`config.mk`:
```
export PLATFORM = sky130hd
export DESIGN_NAME = svwd_top
export DESIGN_NICKNAME = d
export VERILOG_FILES = /design/src/logic/svwd_pkg.sv /design/src/logic/svwd_sync.sv /design/src/logic/svwd_top.sv
export VERILOG_INCLUDE_DIRS = /design/src /design/src/logic
export SDC_FILE = /design/constraint.sdc
export NUM_CORES = 1
export LEC_CHECK = 0
export BUFFER_PORTS_ARGS = -buffer_cell sky130_fd_sc_hd__buf_4
export CAP_MARGIN = 10
export CORE_MARGIN = 2
export CORE_UTILIZATION = 57
export CTS_CLUSTER_DIAMETER = 30
export DETAILED_ROUTE_END_ITERATION = 12
export PLACE_DENSITY = 0.83
export SETUP_SLACK_MARGIN = 0.1
export SLEW_MARGIN = 20
export SYNTH_ARGS = -nofsm -noshare
export SYNTH_HDL_FRONTEND = slang
export SYNTH_SLANG_ARGS = --single-unit
```
`constraint.sdc`:
```
create_clock -name clock -period 3.6 [get_ports clock]
set_input_delay 0.54 -clock clock [delete_from_list [all_inputs] [get_ports clock]]
set_output_delay 0.54 -clock clock [all_outputs]
set_load 0.05 [all_outputs]
```
`src/logic/svwd_consts.svh`:
```
`ifndef SVWD_CONSTS_SVH
`define SVWD_CONSTS_SVH
// control register bit positions
`define SVWD_BIT_DLY_HI 7
`define SVWD_BIT_WD_HI 6
`define SVWD_BIT_WD_LO 5
`define SVWD_BIT_PROT 4
`define SVWD_BIT_REG_WRITE_LATCH 2
`define SVWD_BIT_WEL 1
`define SVWD_BIT_DLY_LO 0
// factory nonvolatile settings: delay 01, watchdog off, no protect
`define SVWD_NV_RESET 5'h0d
// bus codes
`define SVWD_CREG_ADDR 9'h1ff
`define SVWD_CREG_PRE 4'hb
`define SVWD_PROG_DEV 8'ha0
`define SVWD_PROG_V1_SET 8'h01
`define SVWD_PROG_V2_SET 8'h09
`define SVWD_PROG_V1_CLR 8'h03
`define SVWD_PROG_V2_CLR 8'h0b
`define SVWD_DATA_WEL_SET 8'h02
`define SVWD_DATA_WEL_CLR 8'h00
`define SVWD_PROT_BASE 9'h100
// times in milliseconds, clock in kHz
`define SVWD_CLK_KHZ 50000
`define SVWD_WD0_MS 1400
`define SVWD_WD1_MS 200
`define SVWD_WD2_MS 25
`define SVWD_PU0_MS 50
`define SVWD_PU1_MS 200
`define SVWD_PU2_MS 400
`define SVWD_PU3_MS 800
`define SVWD_NVW_MS 10
`endif

```
`src/logic/svwd_pkg.sv`:
```
`default_nettype none
package svwd_pkg;
    typedef enum logic [3:0] {
        BS_IDLE, BS_DEV, BS_DEV_ACK, BS_ADDR, BS_ADDR_ACK, BS_DATA, BS_DATA_ACK,
        BS_READ, BS_READ_ACK, BS_IGNORE
    } svwd_bus_t;
endpackage
`default_nettype wire

```
`src/logic/svwd_sync.sv`:
```
`timescale 1ns/1ps
`default_nettype none
// two-flop synchroniser per bit for pin levels
module svwd_sync #(
    parameter int WIDTH = 1,
    parameter logic [WIDTH-1:0] INIT = '1
) (
    input wire logic clock, // system clock
    input wire logic rst, // sync reset
    input wire logic [WIDTH-1:0] din, // async inputs
    output logic [WIDTH-1:0] dout // synchronised levels
);
    logic [WIDTH-1:0] meta_reg;
    always_ff @(posedge clock) begin
        if (rst) begin
            meta_reg <= INIT;
            dout <= INIT;
        end else begin
            meta_reg <= din;
            dout <= meta_reg;
        end
    end
endmodule
`default_nettype wire

```
`src/logic/svwd_top.sv`:
```
// Overview of operation
// - reset held while primary supply low, then for the chosen power-up delay.
// - second fail output held until second input exceeds trip plus hysteresis.
// - start then stop restarts the watchdog; timeout drives watchdog fail.
// - watchdog timeout chosen from two nonvolatile control register bits.
// - period 00=1.4s, 01=200ms, 10=25ms, 11=off (factory).
// - with program voltage, write A0h, 01h/09h, 00h and stop raises a trip level.
// - same qualified write with 03h/0Bh resets a trip level.
// - register selected by preamble 1011 and address 1FFh; single-byte writes only.
// - further data bytes to the register are not acknowledged.
// - stop after a settings data byte to the register starts the nonvolatile store.
// - register readable any time, one byte per read, no stop needed.
// - layout delay_hi, period hi/lo, protect, 0, reg latch, write latch, delay_lo.
// - settings write refused unless register write latch already set.
// - write latch clear at power-up; while clear, writes other than 02h/00h and trip writes are ignored and nacked.
// - 02h sets write latch, 00h clears it.
// - latch-only writes start no store; ready right after stop.
// - protect bit set ignores memory writes to 100h..1FFh.
// - delay 00=50ms, 01=200ms, 10=400ms, 11=800ms.
// - protect and watchdog settings survive power removal.
// - sequence 02h, 06h, settings; register latch clears after the store.
// - store finishes in bounded time; register writes ignored meanwhile.
`timescale 1ns/1ps
`default_nettype none
`include "svwd_consts.svh"
module svwd_top #(
    parameter bit RESET_ACTIVE_HIGH = 1'b0,
    parameter bit SELF_POWERED = 1'b1,
    parameter int unsigned CLK_KHZ = `SVWD_CLK_KHZ,
    parameter int unsigned NVW_CYC = `SVWD_NVW_MS * CLK_KHZ,
    parameter int unsigned WD0_CYC = `SVWD_WD0_MS * CLK_KHZ,
    parameter int unsigned WD1_CYC = `SVWD_WD1_MS * CLK_KHZ,
    parameter int unsigned WD2_CYC = `SVWD_WD2_MS * CLK_KHZ,
    parameter int unsigned PU0_CYC = `SVWD_PU0_MS * CLK_KHZ,
    parameter int unsigned PU1_CYC = `SVWD_PU1_MS * CLK_KHZ,
    parameter int unsigned PU2_CYC = `SVWD_PU2_MS * CLK_KHZ,
    parameter int unsigned PU3_CYC = `SVWD_PU3_MS * CLK_KHZ
) (
    input wire logic clock, // 50 MHz system clock
    input wire logic rst, // sync reset, active high (power-up)
    input wire logic scl_in, // bus clock pin
    input wire logic sda_in, // bus data pin level
    output logic sda_out, // always low when driving
    output logic sda_oe, // high while pulling sda low
    input wire logic primary_supply_ok, // comparator: primary above trip
    input wire logic second_supply_ok, // comparator: second above trip
    input wire logic second_supply_hyst_ok, // comparator: second above trip plus hysteresis
    input wire logic program_high_voltage, // qualifier on watchdog pin
    output logic sys_reset, // system reset, polarity by parameter
    output logic second_supply_fail, // high while second supply failed
    output logic wdog_fail_out, // high while watchdog expired
    output logic [1:0] trip_prog_cmd, // 01 raise, 10 reset; one-cycle pulse
    output logic trip_prog_sel, // 0 primary, 1 second level
    output logic mem_write_req, // one-cycle pulse: array byte write
    output logic [8:0] mem_write_addr, // array write address
    output logic [7:0] mem_write_data // array write data
);
    initial begin
        if (CLK_KHZ == 0 || NVW_CYC == 0 || WD2_CYC == 0 || PU0_CYC == 0) begin
            $error("svwd_top: counts must be nonzero");
        end
    end

    logic [5:0] syn;
    // bus pins idle high; supply inputs start as failed so no output releases before real levels arrive
    svwd_sync #(.WIDTH(6), .INIT(6'b110000)) u_sync (
        .clock(clock),
        .rst(rst),
        .din({scl_in, sda_in, primary_supply_ok, second_supply_ok, second_supply_hyst_ok, program_high_voltage}),
        .dout(syn)
    );
    wire scl_s = syn[5];
    wire sda_s = syn[4];
    wire v1_ok = syn[3];
    wire v2_ok = syn[2];
    wire v2_hyst_ok = syn[1];
    wire hv_s = syn[0];

    // bus condition detection
    logic scl_d_reg, sda_d_reg;
    always_ff @(posedge clock) begin
        if (rst) begin
            scl_d_reg <= 1'b1;
            sda_d_reg <= 1'b1;
        end else begin
            scl_d_reg <= scl_s;
            sda_d_reg <= sda_s;
        end
    end
    wire start_ev = scl_s && scl_d_reg && sda_d_reg && !sda_s;
    wire stop_ev = scl_s && scl_d_reg && !sda_d_reg && sda_s;
    wire scl_rise = scl_s && !scl_d_reg;
    wire scl_fall = !scl_s && scl_d_reg;

    // control register state
    logic [4:0] nv_reg; // {dly_hi, wd_hi, wd_lo, prot, dly_lo}
    logic wel_reg, reg_write_latch_reg;
    wire [1:0] wd_sel = nv_reg[3:2];
    wire [1:0] dly_sel = {nv_reg[4], nv_reg[0]};
    wire prot = nv_reg[1];
    wire [7:0] creg_val = {nv_reg[4], nv_reg[3], nv_reg[2], nv_reg[1], 1'b0, reg_write_latch_reg, wel_reg, nv_reg[0]};

    // serial slave
    svwd_pkg::svwd_bus_t st_reg;
    logic [7:0] sh_reg;
    logic [3:0] bit_reg;
    logic [7:0] dev_reg, addr_reg, data_reg;
    logic is_read_reg, data_ok_reg, data_seen_reg, hv_at_start_reg, ack_reg;
    logic [7:0] tx_reg;
    logic nvw_busy_reg, pend_nv_reg, pend_prog_reg, pend_mem_reg;
    logic [23:0] nvw_cnt_reg;

    wire is_creg = dev_reg[7:4] == `SVWD_CREG_PRE;
    wire [8:0] waddr = {dev_reg[1], addr_reg};
    wire creg_hit = is_creg && waddr == `SVWD_CREG_ADDR;
    wire prog_hit = hv_at_start_reg && dev_reg == `SVWD_PROG_DEV
        && (addr_reg == `SVWD_PROG_V1_SET || addr_reg == `SVWD_PROG_V2_SET
        || addr_reg == `SVWD_PROG_V1_CLR || addr_reg == `SVWD_PROG_V2_CLR);
    wire wel_cmd = sh_reg == `SVWD_DATA_WEL_SET || sh_reg == `SVWD_DATA_WEL_CLR;
    wire reg_write_latch_cmd = sh_reg[3] == 1'b0 && sh_reg[2] && sh_reg[1];
    wire mem_prot = prot && waddr >= `SVWD_PROT_BASE;
    // decide ack for incoming data byte
    // the latch command itself must get through while the latch is still clear
    wire data_ack = !data_seen_reg && (prog_hit || (!nvw_busy_reg
        && (creg_hit ? (wel_cmd || (wel_reg && (reg_write_latch_cmd || reg_write_latch_reg)))
        : (wel_reg && !is_creg && !mem_prot))));
    wire dev_match = dev_reg[7:4] == 4'ha || dev_reg[7:4] == `SVWD_CREG_PRE;

    always_ff @(posedge clock) begin
        if (rst) begin
            st_reg <= svwd_pkg::BS_IDLE;
            sh_reg <= 8'h00;
            bit_reg <= 4'h0;
            dev_reg <= 8'h00;
            addr_reg <= 8'h00;
            data_reg <= 8'h00;
            is_read_reg <= 1'b0;
            data_ok_reg <= 1'b0;
            data_seen_reg <= 1'b0;
            hv_at_start_reg <= 1'b0;
            ack_reg <= 1'b0;
            tx_reg <= 8'hff;
        end else if (start_ev) begin
            st_reg <= svwd_pkg::BS_DEV;
            bit_reg <= 4'h0;
            data_ok_reg <= 1'b0;
            data_seen_reg <= 1'b0;
            hv_at_start_reg <= hv_s;
            ack_reg <= 1'b0;
        end else if (stop_ev) begin
            st_reg <= svwd_pkg::BS_IDLE;
            ack_reg <= 1'b0;
        end else begin
            case (st_reg)
                svwd_pkg::BS_DEV, svwd_pkg::BS_ADDR, svwd_pkg::BS_DATA: begin
                    if (scl_rise) begin
                        sh_reg <= {sh_reg[6:0], sda_s};
                        bit_reg <= bit_reg + 4'h1;
                    end
                    if (scl_fall && bit_reg == 4'h8) begin
                        bit_reg <= 4'h0;
                        if (st_reg == svwd_pkg::BS_DEV) begin
                            dev_reg <= sh_reg;
                            is_read_reg <= sh_reg[0];
                            ack_reg <= sh_reg[7:4] == 4'ha || sh_reg[7:4] == `SVWD_CREG_PRE;
                            st_reg <= svwd_pkg::BS_DEV_ACK;
                        end else if (st_reg == svwd_pkg::BS_ADDR) begin
                            addr_reg <= sh_reg;
                            ack_reg <= 1'b1;
                            st_reg <= svwd_pkg::BS_ADDR_ACK;
                        end else begin
                            data_reg <= sh_reg;
                            ack_reg <= data_ack;
                            data_ok_reg <= data_ack;
                            data_seen_reg <= 1'b1;
                            st_reg <= svwd_pkg::BS_DATA_ACK;
                        end
                    end
                end
                svwd_pkg::BS_DEV_ACK, svwd_pkg::BS_ADDR_ACK, svwd_pkg::BS_DATA_ACK: begin
                    if (scl_fall) begin
                        ack_reg <= 1'b0;
                        if (st_reg == svwd_pkg::BS_DEV_ACK && !dev_match) begin
                            st_reg <= svwd_pkg::BS_IGNORE;
                        end else if (st_reg == svwd_pkg::BS_DEV_ACK && is_read_reg) begin
                            // one byte: register value, else bus released
                            tx_reg <= creg_hit ? creg_val : 8'hff;
                            st_reg <= svwd_pkg::BS_READ;
                        end else if (st_reg == svwd_pkg::BS_DEV_ACK) begin
                            st_reg <= svwd_pkg::BS_ADDR;
                        end else begin
                            st_reg <= svwd_pkg::BS_DATA;
                        end
                    end
                end
                svwd_pkg::BS_READ: begin
                    if (scl_fall) begin
                        tx_reg <= {tx_reg[6:0], 1'b1};
                        bit_reg <= bit_reg + 4'h1;
                        if (bit_reg == 4'h7) begin
                            st_reg <= svwd_pkg::BS_READ_ACK;
                        end
                    end
                end
                svwd_pkg::BS_READ_ACK: begin
                    if (scl_fall) begin
                        st_reg <= svwd_pkg::BS_IGNORE;
                    end
                end
                svwd_pkg::BS_IGNORE, svwd_pkg::BS_IDLE: begin
                end
                default: st_reg <= svwd_pkg::BS_IDLE;
            endcase
        end
    end
    assign sda_out = 1'b0;
    assign sda_oe = ack_reg || (st_reg == svwd_pkg::BS_READ && !tx_reg[7]);

    // actions at stop
    wire commit = stop_ev && data_ok_reg && st_reg != svwd_pkg::BS_IDLE;
    wire do_prog = commit && prog_hit && data_reg == 8'h00;
    wire do_creg = commit && !prog_hit && creg_hit;
    wire do_mem = commit && !prog_hit && !is_creg;
    wire creg_wel_only = data_reg == `SVWD_DATA_WEL_SET || data_reg == `SVWD_DATA_WEL_CLR;
    wire creg_reg_write_latch_set = data_reg[2];

    always_ff @(posedge clock) begin
        if (rst) begin
            wel_reg <= 1'b0;
            reg_write_latch_reg <= 1'b0;
            nvw_busy_reg <= 1'b0;
            nvw_cnt_reg <= 24'h000000;
            trip_prog_cmd <= 2'b00;
            trip_prog_sel <= 1'b0;
            mem_write_req <= 1'b0;
            mem_write_addr <= 9'h000;
            mem_write_data <= 8'h00;
        end else begin
            trip_prog_cmd <= 2'b00;
            mem_write_req <= 1'b0;
            if (do_prog) begin
                trip_prog_cmd <= addr_reg[1] ? 2'b10 : 2'b01;
                trip_prog_sel <= addr_reg[3];
            end
            if (do_creg && creg_wel_only) begin
                wel_reg <= data_reg[1];
            end else if (do_creg && creg_reg_write_latch_set) begin
                reg_write_latch_reg <= 1'b1;
                wel_reg <= data_reg[1];
            end else if (do_creg) begin
                nvw_busy_reg <= 1'b1;
                nvw_cnt_reg <= 24'(NVW_CYC - 1);
            end
            if (do_mem) begin
                mem_write_req <= 1'b1;
                mem_write_addr <= waddr;
                mem_write_data <= data_reg;
            end
            if (nvw_busy_reg) begin
                if (nvw_cnt_reg == 24'h000000) begin
                    nvw_busy_reg <= 1'b0;
                    reg_write_latch_reg <= 1'b0;
                end else begin
                    nvw_cnt_reg <= nvw_cnt_reg - 24'h000001;
                end
            end
        end
    end

    // nonvolatile settings: in silicon the cell holds these; rst models a factory-fresh part only
    always_ff @(posedge clock) begin
        if (rst) begin
            nv_reg <= `SVWD_NV_RESET;
        end else if (do_creg && !creg_wel_only && !creg_reg_write_latch_set) begin
            nv_reg <= {data_reg[7], data_reg[6], data_reg[5], data_reg[4], data_reg[0]};
        end
    end

    // watchdog
    logic [31:0] wd_cnt_reg;
    logic armed_reg;
    wire [31:0] wd_limit = wd_sel == 2'b00 ? 32'(WD0_CYC) : wd_sel == 2'b01 ? 32'(WD1_CYC) : 32'(WD2_CYC);
    always_ff @(posedge clock) begin
        if (rst) begin
            wd_cnt_reg <= 32'h00000000;
            armed_reg <= 1'b0;
            wdog_fail_out <= 1'b0;
        end else begin
            if (start_ev) begin
                armed_reg <= 1'b1;
            end
            if (stop_ev && armed_reg) begin
                wd_cnt_reg <= 32'h00000000;
                armed_reg <= 1'b0;
                wdog_fail_out <= 1'b0;
            end else if (wd_sel == 2'b11 || !v1_ok) begin
                wd_cnt_reg <= 32'h00000000;
                wdog_fail_out <= 1'b0;
            end else if (wd_cnt_reg >= wd_limit - 32'h00000001) begin
                wdog_fail_out <= 1'b1;
            end else begin
                wd_cnt_reg <= wd_cnt_reg + 32'h00000001;
            end
        end
    end

    // power-up reset delay
    logic [31:0] pu_cnt_reg;
    logic rst_act_reg;
    wire [31:0] pu_limit = dly_sel == 2'b00 ? 32'(PU0_CYC) : dly_sel == 2'b01 ? 32'(PU1_CYC)
        : dly_sel == 2'b10 ? 32'(PU2_CYC) : 32'(PU3_CYC);
    always_ff @(posedge clock) begin
        if (rst) begin
            pu_cnt_reg <= 32'h00000000;
            rst_act_reg <= 1'b1;
        end else if (!v1_ok) begin
            pu_cnt_reg <= 32'h00000000;
            rst_act_reg <= 1'b1;
        end else if (pu_cnt_reg >= pu_limit - 32'h00000001) begin
            rst_act_reg <= 1'b0;
        end else begin
            pu_cnt_reg <= pu_cnt_reg + 32'h00000001;
        end
    end
    assign sys_reset = RESET_ACTIVE_HIGH ? rst_act_reg : !rst_act_reg;

    // second supply fail with hysteresis on self-powered variant
    always_ff @(posedge clock) begin
        if (rst) begin
            second_supply_fail <= 1'b1;
        end else if (!v2_ok) begin
            second_supply_fail <= 1'b1;
        end else if (SELF_POWERED ? v2_hyst_ok : v2_ok) begin
            second_supply_fail <= 1'b0;
        end
    end

    a_reset_low_supply: assert property (@(posedge clock) disable iff (rst)
        !v1_ok |=> rst_act_reg) else $error("reset not held on low supply");
    a_wdog_restart: assert property (@(posedge clock) disable iff (rst)
        (stop_ev && armed_reg) |=> !wdog_fail_out) else $error("watchdog not restarted");
    a_wdog_off: assert property (@(posedge clock) disable iff (rst)
        (wd_sel == 2'b11) |=> !wdog_fail_out) else $error("disabled watchdog fired");
    a_store_clears_reg_write_latch: assert property (@(posedge clock) disable iff (rst)
        $fell(nvw_busy_reg) |-> !reg_write_latch_reg) else $error("register latch not cleared");
    a_no_ack_wel_clear: assert property (@(posedge clock) disable iff (rst)
        (st_reg == svwd_pkg::BS_DATA && scl_fall && bit_reg == 4'h8 && !wel_reg && !prog_hit
        && !(creg_hit && wel_cmd))
        |=> !ack_reg) else $error("ack without write latch");
    a_second_byte_nack: assert property (@(posedge clock) disable iff (rst)
        (st_reg == svwd_pkg::BS_DATA && scl_fall && bit_reg == 4'h8 && data_seen_reg)
        |=> !ack_reg) else $error("second data byte acked");
    a_wel_only_no_store: assert property (@(posedge clock) disable iff (rst)
        (do_creg && creg_wel_only && !nvw_busy_reg) |=> !nvw_busy_reg) else $error("latch write began store");
    a_nv_guarded: assert property (@(posedge clock) disable iff (rst)
        $changed(nv_reg) |-> $past(reg_write_latch_reg) && $past(wel_reg)) else $error("settings changed unguarded");
    a_prot_nack: assert property (@(posedge clock) disable iff (rst)
        (st_reg == svwd_pkg::BS_DATA && scl_fall && bit_reg == 4'h8 && mem_prot && !is_creg && !prog_hit)
        |=> !ack_reg) else $error("protected write acked");
endmodule
`default_nettype wire

```
==> impl_metrics.ini, run 1 <==
[final_layout]
antenna_cells = 0
design_area_sq_um = 10300
syn_to_final_growth_pct = 10.6
drive_gt1_frac = 0.0958
layout.nets = 1142

[yosys]
yosysUniqueCellTypes = 70
syn_avg_cell_area_sq_um = 8.69
ys.flop_type = dfxtp_1
synthAdderAreaFrac = 0.0693
synthSimpleGateAreaFrac = 0.263
synth_compound_area_frac = 0.163
syn_inst = 1075
ys_seq_area_frac = 0.401
synth_edf_count = 0
yosys-top-cells-area = dfxtp_1, ha_1, mux2i_1
yosys.area.top_type_share = 0.401
syn-cell-area_sq_um = 9350
synth_nets = 1134
synth_xor_area_frac = 0.00562
synth_most_common_cell = dfxtp_1
synth_top_family_by_area = simple AND/OR/NAND/NOR gates
synth_warnings = 0
synthMuxAreaShare = 0.0600
yosysTopAreaCell = dfxtp_1
synthArstFlopShare = 0
ys_ff_latch = 187
synthTopCellsByCount = dfxtp_1, nor2_1, a21oi_1, nand2_1, mux2i_1

[placed_design]
hpwl_mm = 13.4
placed_area_sq_um = 9740
port_buffers = 32
gp_routability_congestion = 0.895

[critical_path]
cpMostUsedCell = ha_1
crit_fanout = 53
slowest_stage = or4_1
critPathLaunchType = register
worst_ep_arrival_time_ns = 3.51
cp_data_required_time_ns = 3.97
end_kind = register
crit_chain = inv_1, ha_1, and3_1, o21bai_1, ha_1, nand2_1, o21ai_0, a2111oi_0, and4bb_4, or4_1, a21oi_1
max_stage_delay_ns = 0.52
critPathBufInv = 1
path_class = register to register
cp_top_family = simple AND/OR/NAND/NOR gates

[global_routing]
grtUsageTotal = 0.232
antenna_found_initial = 0
grt_pass1_wl_mm = 34.3
grt_pass1_vias = 7286
grt_max_degree = 100
grt_overflow = 0

[cts]
cts_tree = done
clkLatencyLatePin_ns = 0.44
cts-htree-levels = 4
post_cts_buffers = 0
ctsLongestPathBuffers = 2
cts_buffers = 17
root_buffer = clkbuf_16
cts_resized = 0
numClockSinks = 187
clkTransAtPathRegs_ns = 0.07
cts_hold_buffers = 0

[timing]
rsz0062_at_grt = no
tns_ns = 0
period_minus_slack_ns = 3.14
worst-slew-pin-transition_ns = 0.974
final.setup_skew_ns = 0.0119
setup_viol_count_final = 0
drv_slew = 0
relSlewSlack = 0.351
hold_violations = 0
finalCritPeriodShare = 0.873
max_freq_mhz = 318

[floorplanning]
die_x_um = 132
core-area_sq_um = 15900
row_count = 46
die_h_um = 132
die_area_sq_um = 17400
ios = 34
initial_core_util = 0.586

[hold_path]
hold_path.class = input pin to register

[detailed_routing]
ant_nets = 0
vias = 8032
drt-total-wl_mm = 20.1
avgRoutedWirePerCell_um = 15.3
drc = 0
drt_iter0_markers = 702
drtPass1Iterations = 5
vias_per_cell = 6.12

[flow_run]
maxCapViolCount = 0

[pwr]
cellPowerDensity_nw_per_um2 = 388
power_mw = 4.01
irDropWorstVdd_uv = 399
power.leakage_nw = 3.86

[outcome]
status = completed
==> layout make-up <==
cell class | count | area [sq um]
Inverter | 32 | 120
Sequential cell | 187 | 3740
Clock buffer | 19 | 443
Timing Repair Buffer | 47 | 353
Clock inverter | 13 | 148
Fill cell | 1294 | 5610
Tap cell | 216 | 270
Multi-Input combinational cell | 798 | 5260
==> final timing paths <==
kind | startpoint | end | slack [ns] | cells past startpoint
max | nv_reg[0] | pu_cnt_reg[5] | 0.46 | 11
min | scl_in | u_sync.meta_reg[5] | 0.28 | 2
max reg2reg | nv_reg[0] | pu_cnt_reg[5] | 0.46 | 11
min reg2reg | u_sync.dout[2] | second_supply_fail | 0.39 | 1
==> cells by family after synthesis <==
kind of cell | after synthesis
simple gates | 450
compound gates | 233
flops | 187
buf+inv | 90
mux | 56
fa+ha+maj | 52
xor+xnor | 6
other cells | 1
==> through the flow <==
stage | setup WS (ns) | cells | hold slack (ns) | util
3_3_place_gp | 0.457 | 1280 | 0.376 | 0.611
2_1_floorplan | 0.757 | 1075 | 0.366 | -
4_1_cts | 0.324 | 1312 | 0.270 | 0.648
6_report | 0.456 | 1312 | 0.281 | 0.648
5_1_grt | 0.103 | 1312 | 0.273 | 0.648
3_5_place_dp | 0.343 | 1280 | 0.381 | 0.611
==> report_power, final <==
part	total [mW]	internal, mW	leakage [nW]	switching, mW
sequential	2.08	2.08	1.51	0.00699
clock	1.87	1.00	0.284	0.866
combinational	0.0556	0.0178	2.07	0.0378
total	4.01	3.10	3.86	0.910
==> layout by cell type, fill, tap and decap left out, types with 14 or more instances in the layout <==
cell         n
nand4_1     23
or3_1       15
o211ai_1    14
nor3_1      17
ha_1        51
nor2_1     124
buf_4       47
mux2i_1     56
o31ai_1     38
nand3_1     27
o21ai_0     25
a21oi_1     86
or4_1       48
and2_1      20
clkbuf_16   17
dfxtp_1    187
inv_1       32
nand2_1     71
and3_1      15
==> metal layers <==
metal / part of all wire / GRT usage / vias up
li1: - / - / 4019
met1: 0.47 / 0.307 / 3786
met2: 0.47 / 0.383 / 192
met3: 0.040 / 0.0392 / 35
met4: 0.018 / 0.0803 / 0
met5: 0 / 0 / -
Note: power is estimated with default switching activity, not from simulation.
==> inputs of run 2 (changes only) <==
--- a/config.mk
+++ b/config.mk
@@ -10,6 +10,7 @@
 export CAP_MARGIN = 10
 export CORE_MARGIN = 2
 export CORE_UTILIZATION = 57
+export CTS_BUF_LIST = sky130_fd_sc_hd__clkbuf_4
 export CTS_CLUSTER_DIAMETER = 30
 export DETAILED_ROUTE_END_ITERATION = 12
 export PLACE_DENSITY = 0.83
==> run 2 against run 1 <==
Critical path depth decreased by 8; non-clock buffer count unchanged; sequential power about the same; die area unchanged; setup slack improved by 0.024 ns; cell count about the same; critical path type is now register to output port; critical endpoint is now sda_oe.
==> impl_metrics.ini, run 2 (synthesis results as in run 1) <==
[critical_path]
end_kind = output port
crit_chain = nand4b_1, o21bai_1, buf_4
timing.rr.start = nv_reg[4]
critPathLaunchType = register
crit_fanout = 16
slowest_stage = dfxtp_1
worst_ep_arrival_time_ns = 2.58
cp-startpoint = st_reg[1]
cp_data_required_time_ns = 3.06
path_class = register to output port
max_stage_delay_ns = 0.69

[cts]
cts_buffers = 17
clkTransAtPathRegs_ns = 0.16
numClockSinks = 187
ctsLongestPathBuffers = 2
cts-htree-levels = 4
cts_tree = done
root_buffer = clkbuf_4
clkLatencyLatePin_ns = 0.58

[final_layout]
fin_util = 0.629
layout_common_cells = dfxtp_1, nor2_1, a21oi_1, nand2_1, mux2i_1
seqCellArea_sq_um = 3740
syn_to_final_growth_pct = 7.38
nFillCells = 1344
layout_commonest_cell = dfxtp_1
multi_input_area_sq_um = 5260
drive_gt1_frac = 0.0967
instances_no_fill = 1313
layout.nets = 1142
design_area_sq_um = 10000

[pwr]
power.leakage_nw = 3.72
power_mw = 3.29
irDropWorstVdd_uv = 237
cellPowerDensity_nw_per_um2 = 328

[detailed_routing]
drtPass1Iterations = 5
drc = 0
drt_iter0_markers = 648
ant_nets = 0
vias = 8008
vias_per_cell = 6.10
drt-total-wl_mm = 19.5
avgRoutedWirePerCell_um = 14.8

[timing]
period_minus_slack_ns = 3.12
relSlewSlack = 0.352
hold_violations = 0
rsz0062_at_grt = no
setup_slack_ns = 0.480
finalCritPeriodShare = 0.867
final.setup_skew_ns = 0.0229
setup_viol_count_final = 0
drv_slew = 0
worst-slew-pin-transition_ns = 0.972
tns_ns = 0
max_freq_mhz = 321
timing.hold.ws_ns = 0.134

[placed_design]
placed_area_sq_um = 9740
port_buffers = 32
place_inst = 1280
post-place-ws_ns = 0.343
hpwl_mm = 13.4
gp_routability_congestion = 0.895

[global_routing]
grt_max_degree = 100
grt_pass1_vias = 7170
grt_overflow = 0
antenna_found_initial = 1
grt_pass1_wl_mm = 33.4
grtUsageTotal = 0.223

[flow_run]
maxCapViolCount = 0

[floorplanning]
row_count = 46
die_area_sq_um = 17400
die_h_um = 132
core-area_sq_um = 15900
die_x_um = 132
initial_core_util = 0.586
ios = 34

[hold_path]
min_from = scl_in
hold_path.class = input pin to register

[outcome]
status = completed
[run 2: changes by cell type in the layout (fill, tap and decap cells not counted), sizes merged]
cell and change:
clkbuf -1, diode +1, clkinv +1
[run 2: layout make-up]
type                    instances  share of cell area
diodes                          1            0.000249
clock buffers                  18              0.0135
clock inverters                14              0.0151
inverters                      32              0.0120
multi-input cells             798               0.524
flip-flops and latches        187               0.373
well taps                     216              0.0269
repair buffers                 47              0.0352
[run 2: path summary, 6_finish.rpt]
kind | end | slack (ns) | cells after the start
setup / recovery | sda_oe | 0.48 | 3
hold / removal | u_sync.meta_reg[5] | 0.13 | 2
setup reg to reg | pu_cnt_reg[13] | 0.48 | 11
hold reg to reg | second_supply_fail | 0.40 | 1
[run 2: timing repair]
item,CTS,global route
setup endpoints to repair,0,26
resized for setup,0,2
setup buffers,0,0
hold buffers,0,0
[run 2: power by group]
group          switching, mW  total, mW  internal [mW]
Combinational         0.0378     0.0556         0.0178
Clock                  0.774       1.15          0.379
Sequential           0.00704       2.09           2.08
[run 2: worst max-delay path: cells and delay by family (launching register included)]
kind                   cells  cell delay [ns]
AND/OR/NAND/NOR            1             0.58
flip-flops                 1             0.69
AO/OA/AOI/OAI              1             0.48
buffers and inverters      1             0.27
[run 2: routing by layer]
metal | vias to the layer above | part of all wire | GRT usage
met5 | - | 0 | 0
met4 | 0 | 0.013 | 0.0580
met3 | 26 | 0.036 | 0.0404
met2 | 170 | 0.47 | 0.373
met1 | 3807 | 0.48 | 0.299
li1 | 4005 | - | -
